### src/logic/kdd_pkg.sv
// ==========================================================
// shared constants for the command link and both ends
package kdd_pkg;
  // ==========================================================
  // opcodes and zones
  localparam logic [7:0] OP_DERIVE = 8'h1c;
  localparam logic [7:0] OP_REVISION = 8'h30;
  localparam logic [7:0] OP_DIGEST_GEN_CMD = 8'h15;
  localparam logic [7:0] ZONE_CONFIG = 8'h00;
  localparam logic [7:0] ZONE_OTP = 8'h01;
  localparam logic [7:0] ZONE_DATA = 8'h02;
  // ==========================================================
  // slot_settings field positions
  localparam int CFG_MAC_REQ = 15;
  localparam int CFG_DERIVE_EN = 13;
  localparam int CFG_CREATE = 12;
  localparam int CFG_PARENT_LSB = 8;
  localparam int CFG_VERIFY_ONLY = 7;
  localparam int CFG_USAGE_LIMITED = 5;
  // ==========================================================
  // first_param of key derivation
  localparam int P1_ORIGIN_BIT = 2;
  localparam logic [7:0] P1_DERIVE_MASK = 8'hfb;
  // ==========================================================
  // result codes
  localparam logic [7:0] RES_OK = 8'h00;
  localparam logic [7:0] RES_PARSE = 8'h03;
  localparam logic [7:0] RES_EXEC = 8'h0f;
  // ==========================================================
  // slot identifiers and usage bytes
  localparam logic [15:0] TRANSPORT_BASE = 16'h8000;
  localparam logic [15:0] DATA_SLOT_MAX = 16'h000f;
  localparam logic [7:0] USAGE_FRESH = 8'hff;
  localparam logic [7:0] USAGE_EMPTY = 8'h00;
  localparam logic [7:0] USAGE_RST = 8'hff;
  localparam logic [7:0] TALLY_RST = 8'h00;
  // ==========================================================
  // frame and message layout, in bytes
  localparam logic [5:0] HDR_BYTES = 6'h04;
  localparam logic [5:0] MAC_BYTES = 6'h20;
  localparam logic [5:0] EXTRA_BYTES = 6'h04;
  localparam logic [5:0] BUF_BYTES = 6'h24;
  localparam logic [5:0] MAX_DATA = 6'h20;
  localparam logic [6:0] MSG_KEY_END = 7'h20;
  localparam logic [6:0] MSG_HDR_END = 7'h24;
  localparam logic [6:0] MSG_SN8 = 7'h24;
  localparam logic [6:0] MSG_SN0 = 7'h25;
  localparam logic [6:0] MSG_SN1 = 7'h26;
  localparam logic [6:0] MSG_MAC_LEN = 7'h27;
  localparam logic [6:0] MSG_ZERO_END = 7'h40;
  localparam logic [6:0] MSG_LEN = 7'h60;
  // ==========================================================
  // host register offsets
  localparam logic [11:0] REG_CTRL = 12'h000;
  localparam logic [11:0] REG_CMD = 12'h004;
  localparam logic [11:0] REG_DLEN = 12'h008;
  localparam logic [11:0] REG_STATUS = 12'h00c;
  localparam logic [11:0] REG_RESP = 12'h010;
  localparam logic [11:0] REG_DATA0 = 12'h020;
  localparam logic [11:0] REG_DATA7 = 12'h03c;
endpackage : kdd_pkg

### src/logic/kdd_link_if.sv
`timescale 1ns/1ns
// ==========================================================
// byte link between host and device, both on clk_sys
interface kdd_link_if;
  logic cmd_valid;
  logic [7:0] cmd_byte;
  logic cmd_last;
  logic cmd_ready;
  logic rsp_valid;
  logic [7:0] rsp_byte;
  logic rsp_last;
  logic rsp_ready;
  modport dev (input cmd_valid, cmd_byte, cmd_last, rsp_ready, output cmd_ready, rsp_valid, rsp_byte, rsp_last);
  modport host (output cmd_valid, cmd_byte, cmd_last, rsp_ready, input cmd_ready, rsp_valid, rsp_byte, rsp_last);
endinterface : kdd_link_if

### src/logic/kdd_device.sv
// The implementer's own choices: the placing of the registers and register access over APB.
`timescale 1ns/1ns
// ==========================================================
// device end: key derivation, revision query, digest generation
module kdd_device #(
  parameter logic [31:0] REVISION = 32'h0000_0a5c // arbitrary value
) (
  kdd_link_if.dev link, // command link
  input wire logic clk_sys, // system clock
  input wire logic rstn, // async reset, low
  input wire logic [15:0][15:0] slot_settings, // settings word per slot
  input wire logic config_locked, // configuration zone locked
  input wire logic [8:0][7:0] serial_bytes, // serial number bytes
  input wire logic nonce_we, // nonce command loads scratch
  input wire logic [255:0] nonce_value, // nonce value
  input wire logic nonce_origin, // nonce origin flag
  output logic [7:0] store_zone, // storage zone select
  output logic [15:0] store_id, // storage slot or block
  input wire logic [255:0] store_rdata, // storage read value
  output logic store_we, // key slot write pulse
  output logic [255:0] store_wdata, // key slot write value
  output logic sha_valid, // hash byte valid
  output logic [7:0] sha_byte, // hash message byte
  output logic sha_last, // last message byte
  input wire logic sha_ready, // hash engine takes byte
  input wire logic sha_done, // digest ready pulse
  input wire logic [255:0] sha_digest, // digest value
  output logic scratch_valid, // scratch digest valid
  output logic origin_indicator, // scratch origin flag
  output logic data_origin_marker, // scratch came from data slot
  output logic [15:0] scratch_slot, // slot recorded with marker
  output logic [7:0][7:0] usage_counter, // usage byte, slots 0-7
  output logic [7:0][7:0] refresh_tally // refresh count, slots 0-7
);
  typedef enum logic [2:0] {ST_RX, ST_EXEC, ST_FETCH, ST_HASH, ST_WAIT, ST_RESP} kdd_dst_t;
  typedef enum logic [1:0] {PH_MAC, PH_DERIVE, PH_GEN} kdd_ph_t;
  typedef struct packed {
    kdd_dst_t st;
    kdd_ph_t ph;
    logic [5:0] cnt;
    logic [35:0][7:0] buffer;
    logic [255:0] src;
    logic [255:0] tk;
    logic tk_valid;
    logic tk_origin;
    logic tk_gen;
    logic [15:0] tk_slot;
    logic [7:0][7:0] usage;
    logic [7:0][7:0] tally;
    logic [7:0] sel_zone;
    logic [15:0] sel_id;
    logic [6:0] msg_idx;
    logic [6:0] msg_len;
    logic use_extra;
    logic we;
    logic [255:0] wdata;
    logic [3:0] target;
    logic [3:0][7:0] rsp;
    logic [2:0] rsp_len;
    logic [2:0] rsp_idx;
  } kdd_dev_t;

  kdd_dev_t q, d;

  // roll uses the target itself, create uses the parent
  function automatic logic [3:0] source_slot(input logic [15:0] cfg, input logic [3:0] tgt);
    source_slot = cfg[kdd_pkg::CFG_CREATE] ? cfg[kdd_pkg::CFG_PARENT_LSB +: 4] : tgt;
  endfunction : source_slot

  // one layout serves mac, derived key and digest; only length and header source differ
  function automatic logic [7:0] msg_byte(input kdd_dev_t s, input logic [8:0][7:0] sn);
    logic [6:0] i;
    i = s.msg_idx;
    if (i < kdd_pkg::MSG_KEY_END)
      msg_byte = s.src[{i[4:0], 3'b000} +: 8];
    else if (i < kdd_pkg::MSG_HDR_END)
      msg_byte = s.use_extra ? s.buffer[{4'h1, i[1:0]}] : s.buffer[{4'h0, i[1:0]}];
    else if (i == kdd_pkg::MSG_SN8)
      msg_byte = sn[8];
    else if (i == kdd_pkg::MSG_SN0)
      msg_byte = sn[0];
    else if (i == kdd_pkg::MSG_SN1)
      msg_byte = sn[1];
    else if (i < kdd_pkg::MSG_ZERO_END)
      msg_byte = 8'h00;
    else
      msg_byte = s.tk[{i[4:0], 3'b000} +: 8];
  endfunction : msg_byte

  // ==========================================================
  // next state
  always_comb
  begin
    logic [7:0] op;
    logic [7:0] p1;
    logic [15:0] p2;
    logic [5:0] dlen;
    logic [3:0] tsel;
    logic [15:0] tcfg;
    logic [3:0] parent;
    logic [15:0] pcfg;
    logic extra;
    op = q.buffer[0];
    p1 = q.buffer[1];
    p2 = {q.buffer[3], q.buffer[2]};
    dlen = q.cnt - kdd_pkg::HDR_BYTES;
    tsel = q.st == ST_EXEC ? p2[3:0] : q.target;
    tcfg = slot_settings[tsel];
    parent = tcfg[kdd_pkg::CFG_PARENT_LSB +: 4];
    pcfg = slot_settings[parent];
    extra = p1 == kdd_pkg::ZONE_DATA && p2 < kdd_pkg::TRANSPORT_BASE && tcfg[kdd_pkg::CFG_VERIFY_ONLY];
    d = q;
    d.we = 1'b0;
    case (q.st)
      ST_RX:
        if (link.cmd_valid)
        begin
          if (q.cnt < kdd_pkg::BUF_BYTES)
            d.buffer[q.cnt] = link.cmd_byte;
          if (q.cnt != 6'h3f)
            d.cnt = q.cnt + 6'h01;
          if (link.cmd_last)
            d.st = ST_EXEC;
        end
      ST_EXEC:
      begin
        d.tk_valid = 1'b0;
        d.cnt = 6'h00;
        d.rsp_idx = 3'h0;
        d.rsp_len = 3'h1;
        d.rsp[0] = kdd_pkg::RES_OK;
        d.use_extra = 1'b0;
        d.st = ST_RESP;
        d.target = p2[3:0];
        if (q.cnt < kdd_pkg::HDR_BYTES || q.cnt > kdd_pkg::BUF_BYTES)
          d.rsp[0] = kdd_pkg::RES_PARSE;
        else
          case (op)
            kdd_pkg::OP_REVISION:
              if (p1 != 8'h00 || p2 != 16'h0000 || dlen != 6'h00)
                d.rsp[0] = kdd_pkg::RES_PARSE;
              else
              begin
                d.rsp = REVISION;
                d.rsp_len = 3'h4;
              end
            kdd_pkg::OP_DERIVE:
              if (!tcfg[kdd_pkg::CFG_DERIVE_EN])
                d.rsp[0] = kdd_pkg::RES_EXEC;
              else if ((p1 & kdd_pkg::P1_DERIVE_MASK) != 8'h00 ||
                       dlen != (tcfg[kdd_pkg::CFG_MAC_REQ] ? kdd_pkg::MAC_BYTES : 6'h00))
                d.rsp[0] = kdd_pkg::RES_PARSE;
              else if (p1[kdd_pkg::P1_ORIGIN_BIT] != q.tk_origin || !q.tk_valid)
                d.rsp[0] = kdd_pkg::RES_EXEC;
              // only the parent's limit is looked at; the target's own is never consulted
              else if ((tcfg[kdd_pkg::CFG_CREATE] || tcfg[kdd_pkg::CFG_MAC_REQ]) &&
                       pcfg[kdd_pkg::CFG_USAGE_LIMITED] && !parent[3] &&
                       q.usage[parent[2:0]] == kdd_pkg::USAGE_EMPTY)
                d.rsp[0] = kdd_pkg::RES_EXEC;
              else
              begin
                d.sel_zone = kdd_pkg::ZONE_DATA;
                d.st = ST_FETCH;
                if (tcfg[kdd_pkg::CFG_MAC_REQ])
                begin
                  d.sel_id = {12'h000, parent};
                  d.ph = PH_MAC;
                  d.msg_len = kdd_pkg::MSG_MAC_LEN;
                end
                else
                begin
                  d.sel_id = {12'h000, source_slot(tcfg, p2[3:0])};
                  d.ph = PH_DERIVE;
                  d.msg_len = kdd_pkg::MSG_LEN;
                end
              end
            kdd_pkg::OP_DIGEST_GEN_CMD:
              if (p1 > kdd_pkg::ZONE_DATA)
                d.rsp[0] = kdd_pkg::RES_PARSE;
              else if (!q.tk_valid)
                d.rsp[0] = kdd_pkg::RES_EXEC;
              else if (p1 == kdd_pkg::ZONE_CONFIG && !config_locked)
                d.rsp[0] = kdd_pkg::RES_EXEC;
              else if (extra && dlen < kdd_pkg::EXTRA_BYTES)
                d.rsp[0] = kdd_pkg::RES_PARSE;
              else
              begin
                d.sel_zone = p1;
                d.sel_id = (p1 == kdd_pkg::ZONE_DATA && p2 < kdd_pkg::TRANSPORT_BASE) ? {12'h000, p2[3:0]} : p2;
                d.use_extra = extra;
                d.ph = PH_GEN;
                d.msg_len = kdd_pkg::MSG_LEN;
                d.st = ST_FETCH;
              end
            default: d.rsp[0] = kdd_pkg::RES_PARSE;
          endcase
      end
      ST_FETCH:
      begin
        d.src = store_rdata;
        d.msg_idx = 7'h00;
        d.st = ST_HASH;
      end
      ST_HASH:
        if (sha_ready)
        begin
          if (q.msg_idx == q.msg_len - 7'h01)
            d.st = ST_WAIT;
          else
            d.msg_idx = q.msg_idx + 7'h01;
        end
      ST_WAIT:
        if (sha_done)
        begin
          d.st = ST_RESP;
          case (q.ph)
            PH_MAC:
              if (sha_digest != q.buffer[35:4])
                d.rsp[0] = kdd_pkg::RES_EXEC;
              else
              begin
                d.sel_id = {12'h000, source_slot(tcfg, q.target)};
                d.ph = PH_DERIVE;
                d.msg_len = kdd_pkg::MSG_LEN;
                d.st = ST_FETCH;
              end
            PH_DERIVE:
            begin
              // the slot is written only here, after every check passed
              d.we = 1'b1;
              d.wdata = sha_digest;
              d.sel_id = {12'h000, q.target};
              if (!q.target[3])
              begin
                d.usage[q.target[2:0]] = kdd_pkg::USAGE_FRESH;
                d.tally[q.target[2:0]] = q.tally[q.target[2:0]] + 8'h01;
              end
            end
            PH_GEN:
            begin
              d.tk = sha_digest;
              d.tk_valid = 1'b1;
              d.tk_gen = q.sel_zone == kdd_pkg::ZONE_DATA && p2 <= kdd_pkg::DATA_SLOT_MAX;
              if (d.tk_gen)
                d.tk_slot = p2;
            end
            default: d.st = ST_RESP;
          endcase
        end
      ST_RESP:
        if (link.rsp_ready)
        begin
          if (q.rsp_idx == q.rsp_len - 3'h1)
            d.st = ST_RX;
          else
            d.rsp_idx = q.rsp_idx + 3'h1;
        end
      default: d.st = ST_RX;
    endcase
    // a nonce load is only accepted between commands
    if (nonce_we && q.st == ST_RX)
    begin
      d.tk = nonce_value;
      d.tk_valid = 1'b1;
      d.tk_origin = nonce_origin;
      d.tk_gen = 1'b0;
    end
  end

  always_ff @(posedge clk_sys or negedge rstn)
  begin
    if (!rstn)
      q <= '{st: ST_RX, ph: PH_GEN, usage: {8{kdd_pkg::USAGE_RST}}, tally: {8{kdd_pkg::TALLY_RST}}, default: '0};
    else
      q <= d;
  end

  // ==========================================================
  // outputs; the scratch value itself has no port
  assign link.cmd_ready = q.st == ST_RX;
  assign link.rsp_valid = q.st == ST_RESP;
  assign link.rsp_byte = q.rsp[q.rsp_idx[1:0]];
  assign link.rsp_last = q.rsp_idx == q.rsp_len - 3'h1;
  assign store_zone = q.sel_zone;
  assign store_id = q.sel_id;
  assign store_we = q.we;
  assign store_wdata = q.wdata;
  assign sha_valid = q.st == ST_HASH;
  assign sha_byte = msg_byte(q, serial_bytes);
  assign sha_last = q.msg_idx == q.msg_len - 7'h01;
  assign scratch_valid = q.tk_valid;
  assign origin_indicator = q.tk_origin;
  assign data_origin_marker = q.tk_gen;
  assign scratch_slot = q.tk_slot;
  assign usage_counter = q.usage;
  assign refresh_tally = q.tally;
endmodule : kdd_device

### src/flat_wrapper.sv
// flat-port wrapper written by rule: the top's interface ports become plain ports
module kdd_device_flat 
#(
  parameter logic [31:0] REVISION = 32'h0000_0a5c                   
)
  (clk_sys, rstn, slot_settings, config_locked, serial_bytes, nonce_we, nonce_value, nonce_origin, store_zone, store_id, store_rdata, store_we, store_wdata, sha_valid, sha_byte, sha_last, sha_ready, sha_done, sha_digest, scratch_valid, origin_indicator, data_origin_marker, scratch_slot, usage_counter, refresh_tally, link_cmd_valid, link_cmd_byte, link_cmd_last, link_rsp_ready, link_cmd_ready, link_rsp_valid, link_rsp_byte, link_rsp_last);
  kdd_link_if link_i ();
  input wire logic clk_sys;
  input wire logic rstn;
  input wire logic [15:0][15:0] slot_settings;
  input wire logic config_locked;
  input wire logic [8:0][7:0] serial_bytes;
  input wire logic nonce_we;
  input wire logic [255:0] nonce_value;
  input wire logic nonce_origin;
  output logic [7:0] store_zone;
  output logic [15:0] store_id;
  input wire logic [255:0] store_rdata;
  output logic store_we;
  output logic [255:0] store_wdata;
  output logic sha_valid;
  output logic [7:0] sha_byte;
  output logic sha_last;
  input wire logic sha_ready;
  input wire logic sha_done;
  input wire logic [255:0] sha_digest;
  output logic scratch_valid;
  output logic origin_indicator;
  output logic data_origin_marker;
  output logic [15:0] scratch_slot;
  output logic [7:0][7:0] usage_counter;
  output logic [7:0][7:0] refresh_tally;
  input wire logic [$bits(link_i.cmd_valid)-1:0] link_cmd_valid;
  input wire logic [$bits(link_i.cmd_byte)-1:0] link_cmd_byte;
  input wire logic [$bits(link_i.cmd_last)-1:0] link_cmd_last;
  input wire logic [$bits(link_i.rsp_ready)-1:0] link_rsp_ready;
  output wire logic [$bits(link_i.cmd_ready)-1:0] link_cmd_ready;
  output wire logic [$bits(link_i.rsp_valid)-1:0] link_rsp_valid;
  output wire logic [$bits(link_i.rsp_byte)-1:0] link_rsp_byte;
  output wire logic [$bits(link_i.rsp_last)-1:0] link_rsp_last;
  assign link_i.cmd_valid = link_cmd_valid;
  assign link_i.cmd_byte = link_cmd_byte;
  assign link_i.cmd_last = link_cmd_last;
  assign link_i.rsp_ready = link_rsp_ready;
  assign link_cmd_ready = link_i.cmd_ready;
  assign link_rsp_valid = link_i.rsp_valid;
  assign link_rsp_byte = link_i.rsp_byte;
  assign link_rsp_last = link_i.rsp_last;
  kdd_device #(.REVISION(REVISION)) u_core (.link(link_i), .clk_sys(clk_sys), .rstn(rstn), .slot_settings(slot_settings), .config_locked(config_locked), .serial_bytes(serial_bytes), .nonce_we(nonce_we), .nonce_value(nonce_value), .nonce_origin(nonce_origin), .store_zone(store_zone), .store_id(store_id), .store_rdata(store_rdata), .store_we(store_we), .store_wdata(store_wdata), .sha_valid(sha_valid), .sha_byte(sha_byte), .sha_last(sha_last), .sha_ready(sha_ready), .sha_done(sha_done), .sha_digest(sha_digest), .scratch_valid(scratch_valid), .origin_indicator(origin_indicator), .data_origin_marker(data_origin_marker), .scratch_slot(scratch_slot), .usage_counter(usage_counter), .refresh_tally(refresh_tally));
endmodule
### config.mk
export PLATFORM = sky130hd
export DESIGN_NAME = kdd_device_flat
export DESIGN_NICKNAME = d
export VERILOG_FILES = /design/src/logic/kdd_pkg.sv /design/src/logic/kdd_link_if.sv /design/src/logic/kdd_device.sv /design/src/flat_wrapper.sv
export SDC_FILE = /design/constraint.sdc
export NUM_CORES = 2
export LEC_CHECK = 0
export ABC_AREA = 1
export BUFFER_PORTS_ARGS = -buffer_cell sky130_fd_sc_hd__buf_2
export CORE_AREA = 3 3 603 605
export DETAILED_ROUTE_END_ITERATION = 12
export DIE_AREA = 0 0 606 608
export GPL_TIMING_DRIVEN = 0
export HOLD_SLACK_MARGIN = 0.1
export SYNTH_ARGS = -nofsm -noshare
export SYNTH_HDL_FRONTEND = slang
export SYNTH_SLANG_ARGS = --single-unit
### constraint.sdc
create_clock -name clk_sys -period 4.4 [get_ports clk_sys]
set_clock_uncertainty 0.15 [all_clocks]
set_input_delay 0.44 -clock clk_sys [delete_from_list [all_inputs] [get_ports clk_sys]]
set_output_delay 0.44 -clock clk_sys [all_outputs]
set_load 0.01 [all_outputs]
# == Word-level counts from Yosys, hierarchy flattened ==
# Index checks and enable logic that the tools add are counted.
# totals
reg_bits,1273
input_bits,1114
output_inout_bits,449
word_cells,342
# classes
add_sub_neg,7
n_lt_le_gt_ge,20
eq_ne,56
shifts,2
muxes,128
bitwise_logic,4
n_reduce_logical,52
# ops
cell,n
257-bit two-way mux,5
256-bit by 9-bit variable part select with 8-bit output,2
294-bit two-way mux,1
145-bit two-way mux,2
288-bit bitwise mux,1
288-bit two-way mux,1
259-bit two-way mux,1
128-bit two-way mux,2
256-bit two-way mux,1
256-bit != test,1
8-bit two-way mux,29
24-bit two-way mux,8
16-bit binary-select mux with 4-bit select,2
16-bit two-way mux,6
7-bit two-way mux,11
64-bit bitwise mux,1
64-bit OR,1
16-bit case mux with 2 select lines,2
5-bit two-way mux,11
8-bit binary-select mux with 2-bit select,3
8-bit binary-select mux with 3-bit select,2
8-bit demux with 6-bit select,1
24-bit case mux with 2 select lines,1
7-bit case mux with 2 select lines,3
73 further kinds,171

# == Depth between registers and ports, before layout ==
# logic_depth
depth_word,16
depth_mapped,22
ltp_nobuf,21

# == Worst setup path before layout ==
# Ideal clock, no wire load.
# synth_path
kind,register -> output
start,register u_core.q[307] (netlist bit)
end,output port sha_byte[4]
t_arrival_ps,2784
t_required_ps,3810
setup_slack_ps,1026
path_stages_with_launch,16
path_buffers,5
path_cell_list,dfrtp_1 clkbuf_1 clkinv_1 clkbuf_1 clkbuf_1 buf_1 buf_1 ha_1 nand3_1 inv_1 a21oi_1 nand2_1 o21ai_0 nor2_1 a221oi_1 o21ai_0
# synth_between
elab_chain_cells,7
elab_cells_between_ends,19
cone_classes,3 x order compare; 3 x eq/ne; 2 x shift; 11 x mux
# synth_rtl
item,line,rtl
"start, declared",kdd_device.sv:63,"kdd_dev_t q, d;"
"start signal, assigned",kdd_device.sv:273,"q <= '{st: ST_RX, ph: PH_GEN, usage: {8{kdd_pkg::USAGE_RST}}, tally: {8{kdd_pkg::TALLY_RST}}, default: '0};"
"start signal, assigned",kdd_device.sv:275,q <= d;
256-bit by 9-bit variable part select with 8-bit output / 7-bit less-than comparator (equally long branches),"kdd_device.sv:87, kdd_device.sv:84",
8-bit two-way mux,kdd_device.sv:84,else if (i < kdd_pkg::MSG_ZERO_END)
8-bit two-way mux,kdd_device.sv:82,else if (i == kdd_pkg::MSG_SN1)
8-bit two-way mux,kdd_device.sv:80,else if (i == kdd_pkg::MSG_SN0)
8-bit two-way mux,kdd_device.sv:78,else if (i == kdd_pkg::MSG_SN8)
8-bit two-way mux,kdd_device.sv:76,else if (i < kdd_pkg::MSG_HDR_END)
8-bit two-way mux (*),kdd_device.sv:74,if (i < kdd_pkg::MSG_KEY_END)
"end, declared",flat_wrapper.sv:22,output logic [7:0] sha_byte;
# Every way passes the cells marked *; elsewhere a longest branch is shown, timed or not. The select of a mux whose other input is x is not followed.

# == Final worst setup path ==
# layout_path
start,register u_core.q[307] (netlist bit)
end,output port sha_byte[6]
# The elaborated chain is that of the path after synthesis.

==> impl_metrics.json <==
{
  "required_ps": 3810,
  "synth-seq-cells": 1263,
  "postSynthAreaPerCell_um2": 8.24,
  "reg2regPathDepth": 14,
  "hold_end": "u_core.q[299]$_DFFE_PN0P_",
  "firstDrtPassIters": 9,
  "grt_overflow": 0,
  "max-vdd-ir-drop_v": 0.000317,
  "fp.dieArea_um2": 368000,
  "drt_wl_total_um": 486000,
  "ys_seq_area_share_pct": 50.5,
  "initial_core_util_pct": 17.5,
  "cts_root_buffer": "clkbuf_16",
  "dr.first_iter.drc_count": 9737,
  "cts_sinks": 1263,
  "place_inst": 13806,
  "viasPerCell": 4.69,
  "gp_congestion": 1.03,
  "antenna_found_initial": 274,
  "critPathMaxFanout": 11,
  "cts.path.max_buffers": 4,
  "slew_headroom_pct": 2.93,
  "post-route-drc-count": 0,
  "syn_area_um2": 62700,
  "ios": 1563,
  "clock_latency_ps": 920,
  "wire_per_inst_um": 32.0,
  "worst_pin_slew_ps": 1460,
  "area.growth.synth_to_final_pct": 49.0,
  "dp_hpwl_um": 391000,
  "hold_start": "slot_settings[215]",
  "dpl_cell_area_um2": 76200,
  "drv_cap": 0,
  "synth.distinct_cells": 58,
  "drive_above_1_share_pct": 25.3,
  "dominantRegCellSynth": "dfrtp_1",
  "ant_nets": 0,
  "timing.hold.ws_ps": 144,
  "instances_no_fill": 15181,
  "cts_made_buffers": 165,
  "worstHoldPathCells": 7,
  "path_class": "reg -> out",
  "netlist_instances": 7612,
  "fin_area_um2": 93400,
  "power_density_nw_per_um2": 529,
  "worstSetupEndpointType": "output pin",
  "portBuffers": 1392,
  "leakage_uw": 0.0430,
  "rrSetupSlack_ps": 110,
  "drv_slew": 0,
  "track_usage_pct": 25.3,
  "clk_pin_slew_ps": 60,
  "rows": 220,
  "fin_util_pct": 26.1,
  "post-route-period-util_pct": 114,
  "max_freq_mhz": 199,
  "fillers": 38774,
  "synth_edf_count": 0,
  "chipHeight_um": 608,
  "violations": "setup timing",
  "rsz0062_at_grt": "true",
  "async_flop_share_pct": 100,
  "cp.arrival_ps": 4430,
  "setup_viol": 7,
  "crit_start": "u_core.q[307]$_DFFE_PN0P_",
  "startpoint_type": "flip-flop",
  "ys_warn_count": 0,
  "final_net_count": 11235,
  "grt_max_degree": 160,
  "core_um2": 359000,
  "rr_startpoint": "u_core.q[1232]$_DFFE_PN0P_",
  "die_w_um": 606,
  "grt_pass1_vias": 67589,
  "h-tree-depth": 4,
  "hold_viol_final": 0,
  "grt_pass1_wl_um": 626000,
  "setup_slack_ps": -622,
  "r2r-end": "u_core.q[302]$_DFFE_PN0P_",
  "status": "finished with violations",
  "min_path_type": "in -> reg",
  "num_vias": 71228,
  "period_needed_ps": 5020,
  "cts_tree": "built",
  "design_power_total_uw": 49400
}
-- state kept, by name, summed over array words and instances (netlist names) --
| name | count |
|---|---|
| u_core.refresh_tally | 64 |
| u_core.usage_counter | 64 |
| u_core.data_origin_marker | 1 |
| u_core.store_wdata | 256 |
| u_core.scratch_slot | 16 |
| u_core.scratch_valid | 1 |
| u_core.store_id | 16 |
| u_core.store_zone | 8 |
| u_core.origin_indicator | 1 |
| u_core.q | 835 |
| u_core.store_we | 1 |
-- synth_stat cells (all sizes together) (7+ instances only) --
cell     number  area (um^2)
a221oi       13          114
o22ai       132          826
nor2        442         1680
a22oi         8         60.1
nand2      2408         9080
nand3       180          933
o311ai      244         2140
ha            8          100
a21oi        72          368
clkbuf      415         1560
o211ai       24          180
inv         467         1750
buf         460         3470
or2          16          100
o21ai       979         5000
nand4       109          694
o2111ai       7         61.3
xnor2       227         1990
a31oi         7         43.8
clkinv        9         33.8
dfrtp      1198        30000
nor3         40          215
nor4         29          181
dfstp        65         1710
xor2         17          149
a22o         14          123
-- critical path: stages (launching register included) --
cell and delay [ps]:
dfrtp_2 450, buf_8 170, clkbuf_16 190, clkbuf_8 240, nor2_1 180, o22ai_2 150
nand2_1 100, nand4_1 420, o211ai_1 670, nand2_1 230, o21ai_2 130, o21ai_2 90
o21ai_4 250, o21ai_2 90, buf_6 150
-- cell usage in the layout (no fill, tap or decap), drive strengths merged, types with 13 or more instances in the layout --
| cell type | netlist | layout |
|---|---|---|
| nand2 | 2408 | 2408 |
| buf | 460 | 1944 |
| dfrtp | 1198 | 1198 |
| o21ai | 979 | 979 |
| dlygate4sd3 | 0 | 871 |
| clkbuf | 415 | 622 |
| inv | 467 | 472 |
| nor2 | 442 | 442 |
| o311ai | 244 | 244 |
| xnor2 | 227 | 227 |
| nand3 | 180 | 180 |
| diode | 0 | 166 |
| o22ai | 132 | 132 |
| nand4 | 109 | 109 |
| a21oi | 72 | 72 |
| dfstp | 65 | 65 |
| clkinv | 9 | 47 |
| nor3 | 40 | 40 |
| nor4 | 29 | 29 |
| o211ai | 24 | 24 |
| xor2 | 17 | 17 |
| bufinv | 0 | 16 |
| or2 | 16 | 16 |
| a22o | 14 | 14 |
| a221oi | 13 | 13 |
-- what timing repair did --
action                                  4_1_cts  5_1_grt
endpoints found under the hold margin      1095        0
setup buffers                                24       16
cloned                                        2        2
resized for setup                           455      142
endpoints found under the setup margin      216      122
pin swaps                                    41       37
hold buffers                                872        0
-- cell type report --
type | instances | area, um^2 | share of cell area (%)
Inverter | 476 | 1820 | 1.95
Tap cell | 4773 | 5970 | 6.39
Clock buffer | 230 | 4720 | 5.05
Sequential cell | 1263 | 31700 | 33.9
Antenna cell | 166 | 415 | 0.445
Timing Repair Buffer | 2336 | 16700 | 17.9
Buffer | 872 | 6070 | 6.50
Multi-Input combinational cell | 4999 | 25100 | 26.9
Clock inverter | 66 | 952 | 1.02
-- report_power, final --
| group | switching, uW | internal [uW] |
|---|---|---|
| Combinational | 11300 | 6690 |
| Sequential | 2720 | 14200 |
| Clock | 6080 | 8490 |
-- worst max-delay path by stage --
| stage | slack [ps] | cells after the start | end |
|---|---|---|---|
| 4_1_cts | -650 | 15 | sha_byte[7] |
| 5_1_grt | -550 | 15 | sha_byte[6] |
| 3_3_place_gp | -27730 | 1 | u_core.store_wdata[231]$_DFFE_PN0P_ |
| 2_1_floorplan | 1030 | 15 | sha_byte[4] |
| 6_report | -620 | 14 | sha_byte[6] |
| 3_5_place_dp | -3010 | 15 | sha_byte[6] |
-- logic make-up after synthesis --
family          count (synthesis)  synth area share, %
compound gates               1514                 14.4
xor+xnor                      244                 3.41
fa+ha+maj                       8                0.160
buf+inv                      1351                 10.9
flops                        1263                 50.5
mux                             1               0.0160
other cells                     1              0.00598
simple gates                 3230                 20.6
-- metrics by stage --
step	setup WS, ps	setup TNS, ps
after floorplan	1030	0
after global placement	-27730	-
after detailed placement	-3010	-56570
after CTS	-652	-2970
after global routing	-545	-2400
final	-622	-2190
-- per-layer routing --
metal  vias up  global-route usage (%)  wire length (um)
met5         -                  0.0131               172
met4        24                    16.0             38000
met3      1318                    6.35             46800
met2      5004                    38.9            212000
met1     35037                    31.4            189000
li1      29845                       -                 -
No activity file was read; power rests on OpenSTA's default activity.
